## src/rtl/flash_seq_pkg.sv

```systemverilog
// Constants, register map and types of the flash sequencer
package flash_seq_pkg;

	// ----------------------------------------
	// Widths
	// ----------------------------------------
	localparam int ADDR_W = 19;
	localparam int CTRL_W = 7;
	localparam int EBR_W  = 8;
	localparam int HALF_BIT = 18;

	// ----------------------------------------
	// Register offsets (byte addresses)
	// ----------------------------------------
	localparam logic [7:0] OFS_CTRL_LOWER = 8'h00;
	localparam logic [7:0] OFS_CTRL_UPPER = 8'h04;
	localparam logic [7:0] OFS_EBR_LOWER  = 8'h08;
	localparam logic [7:0] OFS_EBR_UPPER  = 8'h0c;
	localparam logic [7:0] OFS_ADDR       = 8'h10;
	localparam logic [7:0] OFS_DATA       = 8'h14;
	localparam logic [7:0] OFS_STATUS     = 8'h18;
	localparam logic [7:0] OFS_WDOG       = 8'h1c;

	// ----------------------------------------
	// Control register fields
	// ----------------------------------------
	localparam int BIT_P   = 0;
	localparam int BIT_E   = 1;
	localparam int BIT_PV  = 2;
	localparam int BIT_EV  = 3;
	localparam int BIT_PSU = 4;
	localparam int BIT_ESU = 5;
	localparam int BIT_SWE = 6;

	// ----------------------------------------
	// Reset values
	// ----------------------------------------
	localparam logic [CTRL_W-1:0] CTRL_RST = 7'h00;
	localparam logic [EBR_W-1:0]  EBR_RST  = 8'h00;
	localparam logic [ADDR_W-1:0] ADDR_RST = 19'h00000;
	localparam logic [31:0]       RD_ZERO  = 32'h00000000;

	typedef enum logic [2:0] {
		MODE_IDLE,
		MODE_PSETUP,
		MODE_PROG,
		MODE_PVERIFY,
		MODE_ESETUP,
		MODE_ERASE,
		MODE_EVERIFY
	} mode_t;

endpackage

```

## src/rtl/flash_half_ctrl.sv

```systemverilog
// Mode decode for one half of the flash array
module flash_half_ctrl
	import flash_seq_pkg::*;
(
	input  wire logic [CTRL_W-1:0] ctrl,
	input  wire logic              flash_write_enable_pin,
	input  wire logic              blockSel,
	output logic                   progOn,
	output logic                   eraseOn,
	output logic                   progSetup,
	output logic                   eraseSetup
);
	logic armed;

	// Nothing reaches the cells while the enable pin is low
	assign armed      = flash_write_enable_pin & ctrl[BIT_SWE]; // RULE24
	assign progSetup  = armed & ctrl[BIT_PSU];
	assign eraseSetup = armed & ctrl[BIT_ESU];
	assign progOn     = progSetup & ctrl[BIT_P]; // RULE23
	assign eraseOn    = eraseSetup & ctrl[BIT_E] & blockSel;
endmodule

```

## src/rtl/flash_program_erase_verify_seq.sv

```systemverilog
// Flash program, erase and verify sequencer with APB register access
// What the document requires
// RULE1 - Software clears pulse bits, waits hold time, then clears setup bits.
// RULE2 - Watchdog setting is cancelled automatically when program mode is left.
// RULE3 - Program-verify mode is entered when both verify bits are set.
// RULE4 - Software dummy-writes all-ones before each verify read, after setup time.
// RULE5 - Verify reads return the 16-bit word at the dummy-write address.
// RULE6 - After 128 bytes verified, software leaves verify mode and waits.
// RULE7 - Software repeats program and verify up to the maximum count.
// RULE8 - Software waits the hold time after clearing a write-enable bit.
// RULE9 - A programming unit is 128 bytes starting at low byte 00 or 80.
// RULE10 - Software writes all 128 bytes consecutively, padding with all-ones.
// RULE11 - Reprogram data is source OR NOT verify, per bit.
// RULE12 - Additional-programming data is loop reprogram data OR verify, per bit.
// RULE13 - Additional programming only in loops one to six, newly zero bits.
// RULE14 - Pulse width 30 early, 200 from loop seven, 10 when additional.
// RULE15 - A programmed bit later reading one gets another pulse.
// RULE16 - A finished unit gets no further pulses until it is erased.
// RULE17 - Software selects exactly one erase block after write-enable setup time.
// RULE18 - Software arms the watchdog longer than erase time plus margins.
// RULE19 - Software sets erase setup, then erase, holding it no longer than allowed.
// RULE20 - Erase mode left by clearing erase then setup; watchdog setting cancelled.
// RULE21 - Erase verify checks each word for all-ones, re-erasing up to limit.
// RULE22 - Software exits erase verify, moves to next block, then clears enables.
// RULE23 - Program mode is setup bits, then pulse bits; pulse time programs.
// RULE24 - No programming or erasing while the write-enable pin is low.
// RULE25 - Software counts loops and reports failure at the count limit.
//
// Decided for this implementation: the APB slave port and the register addresses.
module flash_program_erase_verify_seq
	import flash_seq_pkg::*;
(
	input  wire logic              clk,
	input  wire logic              srst,
	input  wire logic              psel,
	input  wire logic              penable,
	input  wire logic              pwrite,
	input  wire logic [7:0]        paddr,
	input  wire logic [31:0]       pwdata,
	output logic                   pready,
	output logic                   pslverr,
	output logic [31:0]            prdata,
	input  wire logic              flashWriteEnablePin,
	input  wire logic [15:0]       arrRdData,
	output logic [ADDR_W-1:0]      arrAddr,
	output logic [7:0]             arrWrData,
	output logic                   arrWrEn,
	output logic [1:0]             arrProg,
	output logic [1:0]             arrErase,
	output logic                   arrVerify,
	output logic [2*EBR_W-1:0]     arrBlockSel,
	output logic                   wdArmed,
	output logic                   wdCancel
);

	// ----------------------------------------
	// State
	// ----------------------------------------
	typedef struct packed {
		logic [CTRL_W-1:0] ctrlLower;
		logic [CTRL_W-1:0] ctrlUpper;
		logic [EBR_W-1:0]  ebrLower;
		logic [EBR_W-1:0]  ebrUpper;
		logic [ADDR_W-1:0] addr;
		logic              wdArm;
		logic              wdCancel;
		logic              progSetupAny;
		logic              eraseSetupAny;
		mode_t             mode;
		logic              pready;
		logic              pslverr;
		logic [31:0]       prdata;
		logic [ADDR_W-1:0] arrAddr;
		logic [7:0]        arrWrData;
		logic              arrWrEn;
		logic [1:0]        arrProg;
		logic [1:0]        arrErase;
		logic              arrVerify;
	} state_t;

	state_t q;
	state_t d;

	logic progOnL, eraseOnL, progSetupL, eraseSetupL;
	logic progOnU, eraseOnU, progSetupU, eraseSetupU;
	logic progVerify, eraseVerify, access;

	// ----------------------------------------
	// Per-half decode
	// ----------------------------------------
	flash_half_ctrl lowerHalf (
		.ctrl       (q.ctrlLower),
		.flash_write_enable_pin        (flashWriteEnablePin),
		.blockSel   (|q.ebrLower),
		.progOn     (progOnL),
		.eraseOn    (eraseOnL),
		.progSetup  (progSetupL),
		.eraseSetup (eraseSetupL)
	);

	flash_half_ctrl upperHalf (
		.ctrl       (q.ctrlUpper),
		.flash_write_enable_pin        (flashWriteEnablePin),
		.blockSel   (|q.ebrUpper),
		.progOn     (progOnU),
		.eraseOn    (eraseOnU),
		.progSetup  (progSetupU),
		.eraseSetup (eraseSetupU)
	);

	// Verify needs the bit in both registers
	assign progVerify  = q.ctrlLower[BIT_PV] & q.ctrlUpper[BIT_PV]; // RULE3
	assign eraseVerify = q.ctrlLower[BIT_EV] & q.ctrlUpper[BIT_EV];
	assign access      = psel & penable & ~q.pready;

	// ----------------------------------------
	// Next state
	// ----------------------------------------
	always_comb begin
		d = q;
		d.pready   = 1'b0;
		d.pslverr  = 1'b0;
		d.arrWrEn  = 1'b0;
		d.wdCancel = 1'b0;

		// Mode follows the control bits, pulses first
		d.progSetupAny  = progSetupL | progSetupU;
		d.eraseSetupAny = eraseSetupL | eraseSetupU;
		if (progOnL | progOnU) begin
			d.mode = MODE_PROG; // RULE23
		end else if (eraseOnL | eraseOnU) begin
			d.mode = MODE_ERASE;
		end else if (progSetupL | progSetupU) begin
			d.mode = MODE_PSETUP;
		end else if (eraseSetupL | eraseSetupU) begin
			d.mode = MODE_ESETUP;
		end else if (progVerify) begin
			d.mode = MODE_PVERIFY; // RULE3
		end else if (eraseVerify) begin
			d.mode = MODE_EVERIFY;
		end else begin
			d.mode = MODE_IDLE;
		end
		d.arrProg   = {progOnU, progOnL};
		d.arrErase  = {eraseOnU, eraseOnL};
		d.arrVerify = progVerify | eraseVerify;

		// Leaving program or erase mode drops the watchdog setting
		if ((q.progSetupAny & ~d.progSetupAny) | (q.eraseSetupAny & ~d.eraseSetupAny)) begin
			d.wdArm    = 1'b0; // RULE2 RULE20
			d.wdCancel = 1'b1;
		end

		if (access) begin
			d.pready = 1'b1;
			if (pwrite) begin
				case (paddr)
					OFS_CTRL_LOWER: d.ctrlLower = pwdata[CTRL_W-1:0];
					OFS_CTRL_UPPER: d.ctrlUpper = pwdata[CTRL_W-1:0];
					OFS_EBR_LOWER:  d.ebrLower = pwdata[EBR_W-1:0];
					OFS_EBR_UPPER:  d.ebrUpper = pwdata[EBR_W-1:0];
					OFS_ADDR:       d.addr = pwdata[ADDR_W-1:0];
					OFS_WDOG:       d.wdArm = pwdata[0];
					OFS_STATUS: begin
					end
					OFS_DATA: begin
						d.arrAddr = q.addr;
						if (q.arrVerify) begin
							// Dummy write only latches the word to check
							d.arrAddr = {q.addr[ADDR_W-1:1], 1'b0}; // RULE5
						end else begin
							// Byte stream into the page latch, address steps
							d.arrWrData = pwdata[7:0];
							d.arrWrEn   = 1'b1;
							d.addr      = q.addr + 19'h00001;
						end
					end
					default: d.pslverr = 1'b1;
				endcase
			end else begin
				case (paddr)
					OFS_CTRL_LOWER: d.prdata = {24'h000000, flashWriteEnablePin, q.ctrlLower};
					OFS_CTRL_UPPER: d.prdata = {24'h000000, flashWriteEnablePin, q.ctrlUpper};
					OFS_EBR_LOWER:  d.prdata = {24'h000000, q.ebrLower};
					OFS_EBR_UPPER:  d.prdata = {24'h000000, q.ebrUpper};
					OFS_ADDR:       d.prdata = {13'h0000, q.addr};
					OFS_WDOG:       d.prdata = {31'h00000000, q.wdArm};
					OFS_STATUS:     d.prdata = {28'h0000000, flashWriteEnablePin, q.mode};
					OFS_DATA: begin
						// Outside verify the array is not readable here
						d.prdata = q.arrVerify ? {16'h0000, arrRdData} : RD_ZERO; // RULE5
					end
					default: begin
						d.prdata  = RD_ZERO;
						d.pslverr = 1'b1;
					end
				endcase
			end
		end

		// Pin low wipes the control and erase-block state, overriding writes to it
		if (!flashWriteEnablePin) begin
			d.ctrlLower = CTRL_RST; // RULE24
			d.ctrlUpper = CTRL_RST;
			d.ebrLower  = EBR_RST;
			d.ebrUpper  = EBR_RST;
			d.arrProg   = 2'h0;
			d.arrErase  = 2'h0;
		end
	end

	always_ff @(posedge clk) begin
		if (srst) begin
			q <= '{ctrlLower: CTRL_RST, ctrlUpper: CTRL_RST, ebrLower: EBR_RST,
				ebrUpper: EBR_RST, addr: ADDR_RST, mode: MODE_IDLE,
				prdata: RD_ZERO, arrAddr: ADDR_RST, arrWrData: 8'h00,
				arrProg: 2'h0, arrErase: 2'h0, default: 1'b0};
		end else begin
			q <= d;
		end
	end

	// ----------------------------------------
	// Outputs
	// ----------------------------------------
	assign pready      = q.pready;
	assign pslverr     = q.pslverr;
	assign prdata      = q.prdata;
	assign arrAddr     = q.arrAddr;
	assign arrWrData   = q.arrWrData;
	assign arrWrEn     = q.arrWrEn;
	assign arrProg     = q.arrProg;
	assign arrErase    = q.arrErase;
	assign arrVerify   = q.arrVerify;
	assign arrBlockSel = {q.ebrUpper, q.ebrLower};
	assign wdArmed     = q.wdArm;
	assign wdCancel    = q.wdCancel;
endmodule

```

## config.mk

```make
export PLATFORM = sky130hd
export DESIGN_NAME = flash_program_erase_verify_seq
export DESIGN_NICKNAME = d
export VERILOG_FILES = /design/src/rtl/flash_seq_pkg.sv /design/src/rtl/flash_half_ctrl.sv /design/src/rtl/flash_program_erase_verify_seq.sv
export SDC_FILE = /design/constraint.sdc
export NUM_CORES = 1
export LEC_CHECK = 0
export ABC_AREA = 1
export BUFFER_PORTS_ARGS = -buffer_cell sky130_fd_sc_hd__buf_2
export CORE_ASPECT_RATIO = 0.6
export CORE_UTILIZATION = 34
export CTS_CLUSTER_SIZE = 28
export DETAILED_ROUTE_END_ITERATION = 12
export PLACE_DENSITY = 0.67
export SETUP_SLACK_MARGIN = 0.1
export SLEW_MARGIN = 40
export SYNTH_ARGS = -nofsm -noshare
export SYNTH_HDL_FRONTEND = slang
export SYNTH_SLANG_ARGS = --single-unit
```

## constraint.sdc

```tcl
create_clock -name clk -period 1.3 [get_ports clk]
set_input_delay 0.195 -clock clk [delete_from_list [all_inputs] [get_ports clk]]
set_output_delay 0.195 -clock clk [all_outputs]
set_load 0.01 [all_outputs]
```

# Word-level counts from Yosys, hierarchy flattened
# Index checks and enable logic that the tools add are counted.
[word_totals]
reg_bits = 123
in_bits = 62
output_inout_bits = 85
elab_cells = 99
[classes]
n_addsub = 1
n_eq_ne = 8
muxes = 21
bitwise_logic = 32
reduce_logical = 17
[ops]
columns = ["op", "n"]
rows = [
  ["$pmux W19 S8", 1],
  ["$mux W62", 1],
  ["$mux W28", 2],
  ["$pmux W19 S2", 1],
  ["$eq A8 B5 Y1 const B", 4],
  ["$mux W32", 1],
  ["$reduce_or A8 Y1", 3],
  ["$add A19 B1 Y19 const B", 1],
  ["$mux W19", 1],
  ["$and A1 B1 Y1", 18],
  ["$eq A8 B4 Y1 const B", 2],
  ["$mux W16", 1],
  ["$mux W3", 5],
  ["$reduce_and A3 Y1", 5],
  ["$mux W9", 1],
  ["$eq A8 B3 Y1 const B", 1],
  ["$logic_not A8 Y1", 1],
  ["$not A1 Y1", 8],
  ["$reduce_and A4 Y1", 2],
  ["$or A1 B1 Y1", 6],
  ["$reduce_or A2 Y1", 3],
  ["$mux W1", 5],
  ["$mux W2", 2],
  ["$reduce_or A4 Y1", 1],
  ["3 further kinds", 3],
]

# Logic depth before layout (Yosys ltp)
# Gate-level depths: netlist of the first run.
[depth]
ltp_word = 10
depth_mapped = 11
depth_no_buf = 11

# By module
# Synthesis of the first run repeated with hierarchy kept, for this count alone.
[unflattened]
hier_cells = 874
hier_area_um2 = 5858.1
[by_module_without_submodules]
columns = ["module", "instances", "cells_each", "area_per_inst_um2", "seq_area_each_um2"]
rows = [
  ["flash_program_erase_verify_seq", 1, 858, 5793.1, 2202.1],
  ["flash_half_ctrl", 2, 8, 32.5, 0.0],
]

# Least setup slack after synthesis of the first run
# Ideal clock, no wire load.
[synth_path]
path_kind = "register to register"
start = "register q, in the netlist pready"
end = "register q, in the netlist arrWrData[6]"
setup_time_ps = 119
arrival_ps = 1332
path_slack_ps = -152
path_stages_with_launch = 10
n_path_buf = 1
path_cell_list = "dfxtp_1 -> nor2_2 -> nand2_4 -> inv_2 -> nand2_1 -> inv_2 -> nand3_1 -> buf_2 -> o21ai_1 -> a21oi_1"
[synth_via]
elab_chain_len = 3
[synth_lines]
columns = ["element", "line_no", "source"]
rows = [
  ["from (decl)", "flash_program_erase_verify_seq.sv:81", "state_t q;"],
  ["from (signal assigned)", "flash_program_erase_verify_seq.sv:214", "q <= '{ctrlLower: CTRL_RST, ctrlUpper: CTRL_RST, ebrLower: EBR_RST,"],
  ["$not A1 Y1", "flash_program_erase_verify_seq.sv:114", "assign access = psel & penable & ~q.pready;"],
  ["$and A1 B1 Y1", "flash_program_erase_verify_seq.sv:114", ""],
  ["$reduce_and A4 Y1 (no source line)", "n/a", ""],
]
# No other way between the ends.
# A chain may end at the register's enable or synchronous reset.

# Worst setup path in the final report of the first run
[layout_path]
start = "register q, in the netlist pready"
end = "register q, in the netlist arrAddr[12]"
[layout_via]
elab_chain_len = 3
[layout_lines]
columns = ["element", "line_no"]
rows = [
  ["$not A1 Y1", "flash_program_erase_verify_seq.sv:114"],
  ["$and A1 B1 Y1", "flash_program_erase_verify_seq.sv:114"],
  ["$reduce_and A3 Y1 (no source line)", "n/a"],
]
# No other way between the ends.

==> impl_results.md, run 1 <==
* Initial Util at 0.348
* Clock latency of the later-clocked register in the worst-skew pair at 0.36 ns
* Total design power at 6.72 mW
* Number of buffers on the longest clock path at 2
* Number of antenna violations at the first check in global routing at 2
* Max-cap violations at 0
* Leftover overflow at the end of global routing at 0
* Die X-Extent at 173 um
* Estimated wirelength of the detail-placed design at 15,200 um
* Vias in the first global route at 5,767
* Router iterations before antenna repair at 6
* Synthesized area per cell at 6.84 um^2
* Number of enable-type register cells in the synthesized netlist at 0
* Max-slew violation count at 0
* Commonest cells in the netlist: sky130_fd_sc_hd__nand2_1 (213), sky130_fd_sc_hd__dfxtp_1 (110), sky130_fd_sc_hd__nor2_1 (92)
* Dpl ws at -0.406 ns
* Overall track demand over capacity in global routing at 0.229
* Final design utilization at 0.511
* Top area cells in the synthesized netlist: sky130_fd_sc_hd__dfxtp_1 (37%), sky130_fd_sc_hd__nand2_1 (13%), sky130_fd_sc_hd__buf_4 (10%)
* Critical path's most frequent cell: sky130_fd_sc_hd__buf_12
* Count of warnings emitted by yosys at 0
* FF-to-FF Start: pready
* Sinks on the clock net at 110
* Fraction of final layout cells sized beyond drive strength 1 at 0.487
* Core box area at 17,200 um^2
* Cts-stage hold buffer count at 0
* Remaining DRCs at 0
* Worst Path Arrival at 1.63 ns
* I/O pin count at 147
* Post-synth ARST share at 0
* Static leakage power at 3.76 nW
* Sequential cell area fraction in the yosys report at 0.368
* # H-tree levels at 3
* Run status: complete, but fails checks
* Die height at 105 um
* Achievable Freq at 716 MHz
* Area of the die at 18,100 um^2
* Count of cell types in the netlist at 35
* Period utilization at 1.07
* Total via count in the routed design at 6,524
* WP buf/inv at 4
* Maximum fanout along the worst path at 5
* Setup-violating endpoint count in the final report at 71
* Power Density at 766 nW/um^2
* Clock tree from TritonCTS: done
* Number of buffers inserted during clock tree synthesis at 9
* Gpl congestion at 0.928
* Most frequently used cell type in the post-synthesis netlist: sky130_fd_sc_hd__nand2_1
* Maximum VDD drop at 0.000635 V
* Nets@finish at 1,108
* Violated checks: negative setup slack
* Initial drt markers at 701
* Sequence of cells on the critical path: nor2_4 -> nand2_4 -> buf_6 -> nor2_8 -> buf_12 -> buf_12 -> inv_8 -> nand2_2 -> a21oi_1
* Largest net degree at the start of global routing at 43
* Required arrival time at the worst endpoint at 1.53 ns
* Worst Path Class, Setup: reg -> reg
* Commonest register cell after synthesis: sky130_fd_sc_hd__dfxtp_1
* Period minus WS final at 1.40 ns
* Post-synthesis cell type with the largest combined area: sky130_fd_sc_hd__dfxtp_1
* Class of the worst hold path: in -> reg
* Vias per cell at 5.08
* Clock-pin slew on the worst setup and hold paths at 0.08 ns
* Post-synthesis to final-layout area growth at 46.6%
* Worst Setup Slack, final at -0.0960 ns
* Setup crit start: pready
* Post-Route WL at 21,800 um
* Standard-cell rows at 37
* Synthesized area at 5980 um^2
* Final hold viol count at 0
* Start point of the worst min-delay path: pwdata[4]
* Routed wire per std cell at 17.0 um
* FF+latch count, synth at 110
* Port Buffer Count at 120
* Post-synthesis cell count at 874
* Biggest cell delay along the critical path at 0.36 ns
* Unrepaired setup endpoints after global routing: yes
* Crit path capture type: register
* Global-route wire length before repair at 32,400 um
* Element type at the critical path start: register
* Fin Clk Skew at 0.0114 ns
* Clock root cell: sky130_fd_sc_hd__clkbuf_16
* Post-synth top area share at 0.368
* Number of nets with antenna violations after detailed routing at 0
* Family of cells with the greatest summed delay on the critical path: buffers and inverters
* Slowest stage cell, crit path: sky130_fd_sc_hd__dfxtp_4
## power by group
| group | total (mW) | internal (mW) | switching [mW] |
|---|---|---|---|
| registers | 3.36 | 3.36 | 0.00558 |
| logic | 0.533 | 0.198 | 0.335 |
| clock network | 2.82 | 1.37 | 1.45 |
| total | 6.72 | 4.92 | 1.80 |
## worst reg2reg max path, delay by kind of cell (launching register included)
kind	cells	cell delay, ns
AOI/OAI and AO/OA	1	0.05
buffers and inverters	4	0.47
DFF	1	0.36
and+or+nand+nor	4	0.39
## metrics by stage
step / hold WS [ns] / cells / TNS, ns / instance area (um^2)
floorplan: 0.276 / 886 / 0 / 6200
global route: 0.120 / 1284 / -8.32 / 8770
finish: 0.120 / 1285 / -3.21 / 8770
detailed placement: 0.435 / 1233 / -22.16 / 7180
global placement: 0.432 / 1233 / -19.66 / 7180
CTS: 0.106 / 1267 / -1.07 / 8090
## cell type report
cell class	count	area (um^2)
fill	1622	8410
clock inverter	7	75.1
inverter	69	317
sequential	110	2250
timing repair inverter	3	27.5
tap	234	293
multi-input combinational	593	3560
clock buffer	9	225
antenna	1	2.50
timing repair buffer	259	2020
## timing repair
action / in CTS / in global routing
setup buffers: 11 / 16
pin swaps: 42 / 39
cloned: 7 / 1
endpoints found under the hold margin: 0 / 0
endpoints found under the setup margin: 91 / 102
gates resized for setup: 121 / 164
## worst paths after layout
kind / to / slack [ns] / cells past startpoint
max: arrAddr[12] / -0.1 / 9
min: arrWrData[4] / 0.12 / 3
max reg2reg: arrAddr[12] / -0.1 / 9
min reg2reg: arrWrData[7] / 0.44 / 2
## cells in the final DEF, fill, tap and decap left out, types with 10 or more instances in the layout
master,Yosys,layout
sky130_fd_sc_hd__conb_1,1,13
sky130_fd_sc_hd__nor2_4,3,17
sky130_fd_sc_hd__buf_6,3,20
sky130_fd_sc_hd__dfxtp_2,0,15
sky130_fd_sc_hd__a21oi_2,8,48
sky130_fd_sc_hd__buf_4,80,97
sky130_fd_sc_hd__a21oi_1,76,36
sky130_fd_sc_hd__buf_12,0,15
sky130_fd_sc_hd__nand2_4,3,19
sky130_fd_sc_hd__nand2_1,213,165
sky130_fd_sc_hd__nand2_2,10,41
sky130_fd_sc_hd__nor2_2,5,14
sky130_fd_sc_hd__a211oi_2,2,11
sky130_fd_sc_hd__nor2_1,92,69
sky130_fd_sc_hd__o21ai_2,0,15
sky130_fd_sc_hd__o21ai_0,56,28
sky130_fd_sc_hd__nand3_1,65,54
sky130_fd_sc_hd__dfxtp_1,110,86
sky130_fd_sc_hd__buf_2,19,119
sky130_fd_sc_hd__o21ai_1,5,17
sky130_fd_sc_hd__inv_2,6,10
sky130_fd_sc_hd__inv_1,61,48
## per-layer routing
| layer | track usage | share of wire |
|---|---|---|
| met3 | 0.0630 | 0.11 |
| met4 | 0.0335 | 0.0088 |
| met2 | 0.301 | 0.39 |
| met1 | 0.362 | 0.49 |
| met5 | 0 | 0.00078 |
## registers in the layout, indices dropped and copies added, names as in the netlist, 2 cells and up
name         flops
q               38
arrAddr         19
prdata          19
arrBlockSel     16
arrWrData        8
arrErase         2
arrProg          2
## cells by family (layout without fill, tap and decap cells)
logic type                 Yosys count  count (layout)  share of synthesized area
xor gates and xnor gates             5               5                    0.00732
adders and majority gates            1               1                    0.00209
DFF                                110             110                      0.368
AOI/OAI and AO/OA                  161             161                      0.149
buffers and inverters              184             347                      0.174
and+or+nand+nor                    412             413                      0.299
other                                1              14                   0.000627
(Power assumes the default switching activity.)
==> inputs of run 2 (changes only) <==
--- a/config.mk
+++ b/config.mk
@@ -11,7 +11,7 @@
 export CORE_UTILIZATION = 34
 export CTS_CLUSTER_SIZE = 28
 export DETAILED_ROUTE_END_ITERATION = 12
-export PLACE_DENSITY = 0.67
+export PLACE_DENSITY = 0.52
 export SETUP_SLACK_MARGIN = 0.1
 export SLEW_MARGIN = 40
 export SYNTH_ARGS = -nofsm -noshare
==> constraint.sdc (replaced) <==
create_clock -name clk -period 1.75 [get_ports clk]
set_input_delay 0.2625 -clock clk [delete_from_list [all_inputs] [get_ports clk]]
set_output_delay 0.2625 -clock clk [all_outputs]
set_load 0.01 [all_outputs]
==> run 2 against run 1 <==
Critical path type unchanged. Fmax decreased by 9.4%. The run now ends clean. Critical endpoint is now q[87]. Critical path depth decreased by 1. Count of clock-buffer cells in the layout is 1 higher. Power down 28%. Clock power is 27% lower. Design area is 20% lower. Sequential share of layout area grew 5.8 points. Highest routed layer is now met4. Non-clock buffer count is 87 lower. Hold slack improved by 0.065 ns.
==> impl_results.md, run 2 (synthesis results as in run 1) <==
* Post-synthesis to final-layout area growth at 16.8%
* Power Density at 696 nW/um^2
* Area of the die at 18,100 um^2
* Critical path's most frequent cell: sky130_fd_sc_hd__nand3_1
* Post-Route WL at 18,900 um
* Cts-stage hold buffer count at 0
* Number of buffers on the longest clock path at 2
* Total design power at 4.86 mW
* Final design instance area without fill at 6990 um^2
* Standard-cell rows at 37
* Clock root cell: sky130_fd_sc_hd__clkbuf_16
* Number of stages on the worst setup path at 8
* Final hold viol count at 0
* Setup-violating endpoint count in the final report at 0
* Sequence of cells on the critical path: buf_4 -> nand3_1 -> nor2_1 -> nand3_1 -> nand2_1 -> nand3_1 -> nand2_1 -> a21oi_2
* Diodes inserted at 0
* Worst slew margin relative to its limit at 0.618
* Max-cap violations at 0
* Worst r2r path cells at 8
* Clock latency of the later-clocked register in the worst-skew pair at 0.36 ns
* Initial drt markers at 490
* Number of nets with antenna violations after detailed routing at 0
* Largest net degree at the start of global routing at 57
* Worst-case hold slack at 0.185 ns
* Start point of the worst min-delay path: pwdata[6]
* Router iterations before antenna repair at 5
* Die height at 105 um
* Clock-pin slew on the worst setup and hold paths at 0.08 ns
* Routed wire per std cell at 15.8 um
* Unrepaired setup endpoints after global routing: yes
* Max reg flops at 38
* Vias per cell at 4.77
* Post-route insts no fill at 1,193
* Buffers inserted during post-CTS setup optimization at 0
* Total placed cells including tap cells at 1,177
* # H-tree levels at 3
* Slowest stage cell, crit path: sky130_fd_sc_hd__dfxtp_1
* Gates resized, CTS repair at 0
* Estimated wirelength of the detail-placed design at 14,700 um
* RR Endpoint: q[87]
* Sum of negative setup slack at 0 ns
* Crit path capture type: register
* Max-slew violation count at 0
* Number of antenna violations at the first check in global routing at 0
* Remaining DRCs at 0
* DP Area at 6680 um^2
* Vias in the first global route at 5,029
* Leftover overflow at the end of global routing at 0
* Fraction of final layout cells sized beyond drive strength 1 at 0.240
* Achievable Freq at 649 MHz
* Most frequent standard cell in the layout excluding fill and tap cells: sky130_fd_sc_hd__nand2_1
* Element type at the critical path start: register
* Global-route wire length before repair at 29,300 um
* Sinks on the clock net at 110
* Setup slack of the worst register-to-register path at 0.21 ns
* FF-to-FF Start: q[74]
* Static leakage power at 3.04 nW
* Setup crit start: q[74]
* Initial Util at 0.348
* Register with the most flip-flops: q
* Worst Path Arrival at 1.78 ns
* Gpl congestion at 0.921
* Run status: complete, no violations
* Biggest cell delay along the critical path at 0.35 ns
* WP buf/inv at 1
* Nets@finish at 1,017
* Port Buffer Count at 120
* Class of the worst hold path: in -> reg
* Family of cells with the greatest summed delay on the critical path: simple AND/OR/NAND/NOR gates
* Required arrival time at the worst endpoint at 1.99 ns
* Overall track demand over capacity in global routing at 0.211
* Period utilization at 0.881
* Clock tree from TritonCTS: done
* I/O pin count at 147
* Layout filler cell count at 1,871
* Core box area at 17,200 um^2
* Fin Clk Skew at 0.00643 ns
* Period minus WS final at 1.54 ns
* Maximum fanout along the worst path at 8
* Capturing instance or port of the critical path: q[87]
* Total via count in the routed design at 5,689
* Die X-Extent at 173 um
* Commonest non-fill, non-tap cells in the layout: sky130_fd_sc_hd__nand2_1 (213), sky130_fd_sc_hd__buf_2 (120), sky130_fd_sc_hd__dfxtp_1 (109), sky130_fd_sc_hd__nor2_1 (92), sky130_fd_sc_hd__a21oi_1 (76)
* Slew of the pin with the lowest slew margin at 0.572 ns
* Number of buffers inserted during clock tree synthesis at 9
* Maximum VDD drop at 0.000447 V
* Worst Path Class, Setup: reg -> reg
-- run 2: worst register-to-register path, stage by stage (launching register included) --
cell                      delay, ns
sky130_fd_sc_hd__dfxtp_1       0.35
sky130_fd_sc_hd__buf_4         0.18
sky130_fd_sc_hd__nand3_1       0.18
sky130_fd_sc_hd__nor2_1        0.25
sky130_fd_sc_hd__nand3_1       0.10
sky130_fd_sc_hd__nand2_1       0.07
sky130_fd_sc_hd__nand3_1       0.14
sky130_fd_sc_hd__nand2_1       0.12
sky130_fd_sc_hd__a21oi_2       0.05
-- run 2: worst min-delay path by stage --
stage,cells after the start,to
6_report,3,arrWrData[6]
3_3_place_gp,2,arrWrData[4]
5_1_grt,3,arrBlockSel[15]
4_1_cts,3,arrWrData[6]
2_1_floorplan,1,arrVerify
3_5_place_dp,2,arrWrData[4]
-- run 2: layout make-up --
type                            instances  area, um^2  area share
Clock buffer                           10         229      0.0328
Inverter                               69         262      0.0374
Sequential cell                       110        2200       0.315
Tap cell                              234         293      0.0419
Multi-Input combinational cell        592        2800       0.400
Timing Repair Buffer                  172        1140       0.163
Clock inverter                          6        62.6     0.00896
-- run 2: layer usage --
layer,part of all wire,vias up,global-route usage
met1,0.57,2557,0.363
met4,0.0099,0,0.0424
li1,-,2886,-
met5,0,-,0
met3,0.084,18,0.0397
met2,0.34,228,0.251
-- run 2: through the flow --
step                utilization  setup WS, ns
floorplan                     -         0.298
global placement          0.389        0.0812
detailed placement        0.389        0.0609
CTS                       0.406         0.143
global route              0.407        0.0677
finish                    0.407         0.208
-- run 2: where the power goes --
group / leakage, nW / switching, mW / internal [mW] / total [mW]
registers: 0.887 / 0.00335 / 2.51 / 2.51
logic: 2.01 / 0.199 / 0.0943 / 0.293
clock network: 0.143 / 1.05 / 1.01 / 2.06
total: 3.04 / 1.25 / 3.61 / 4.86
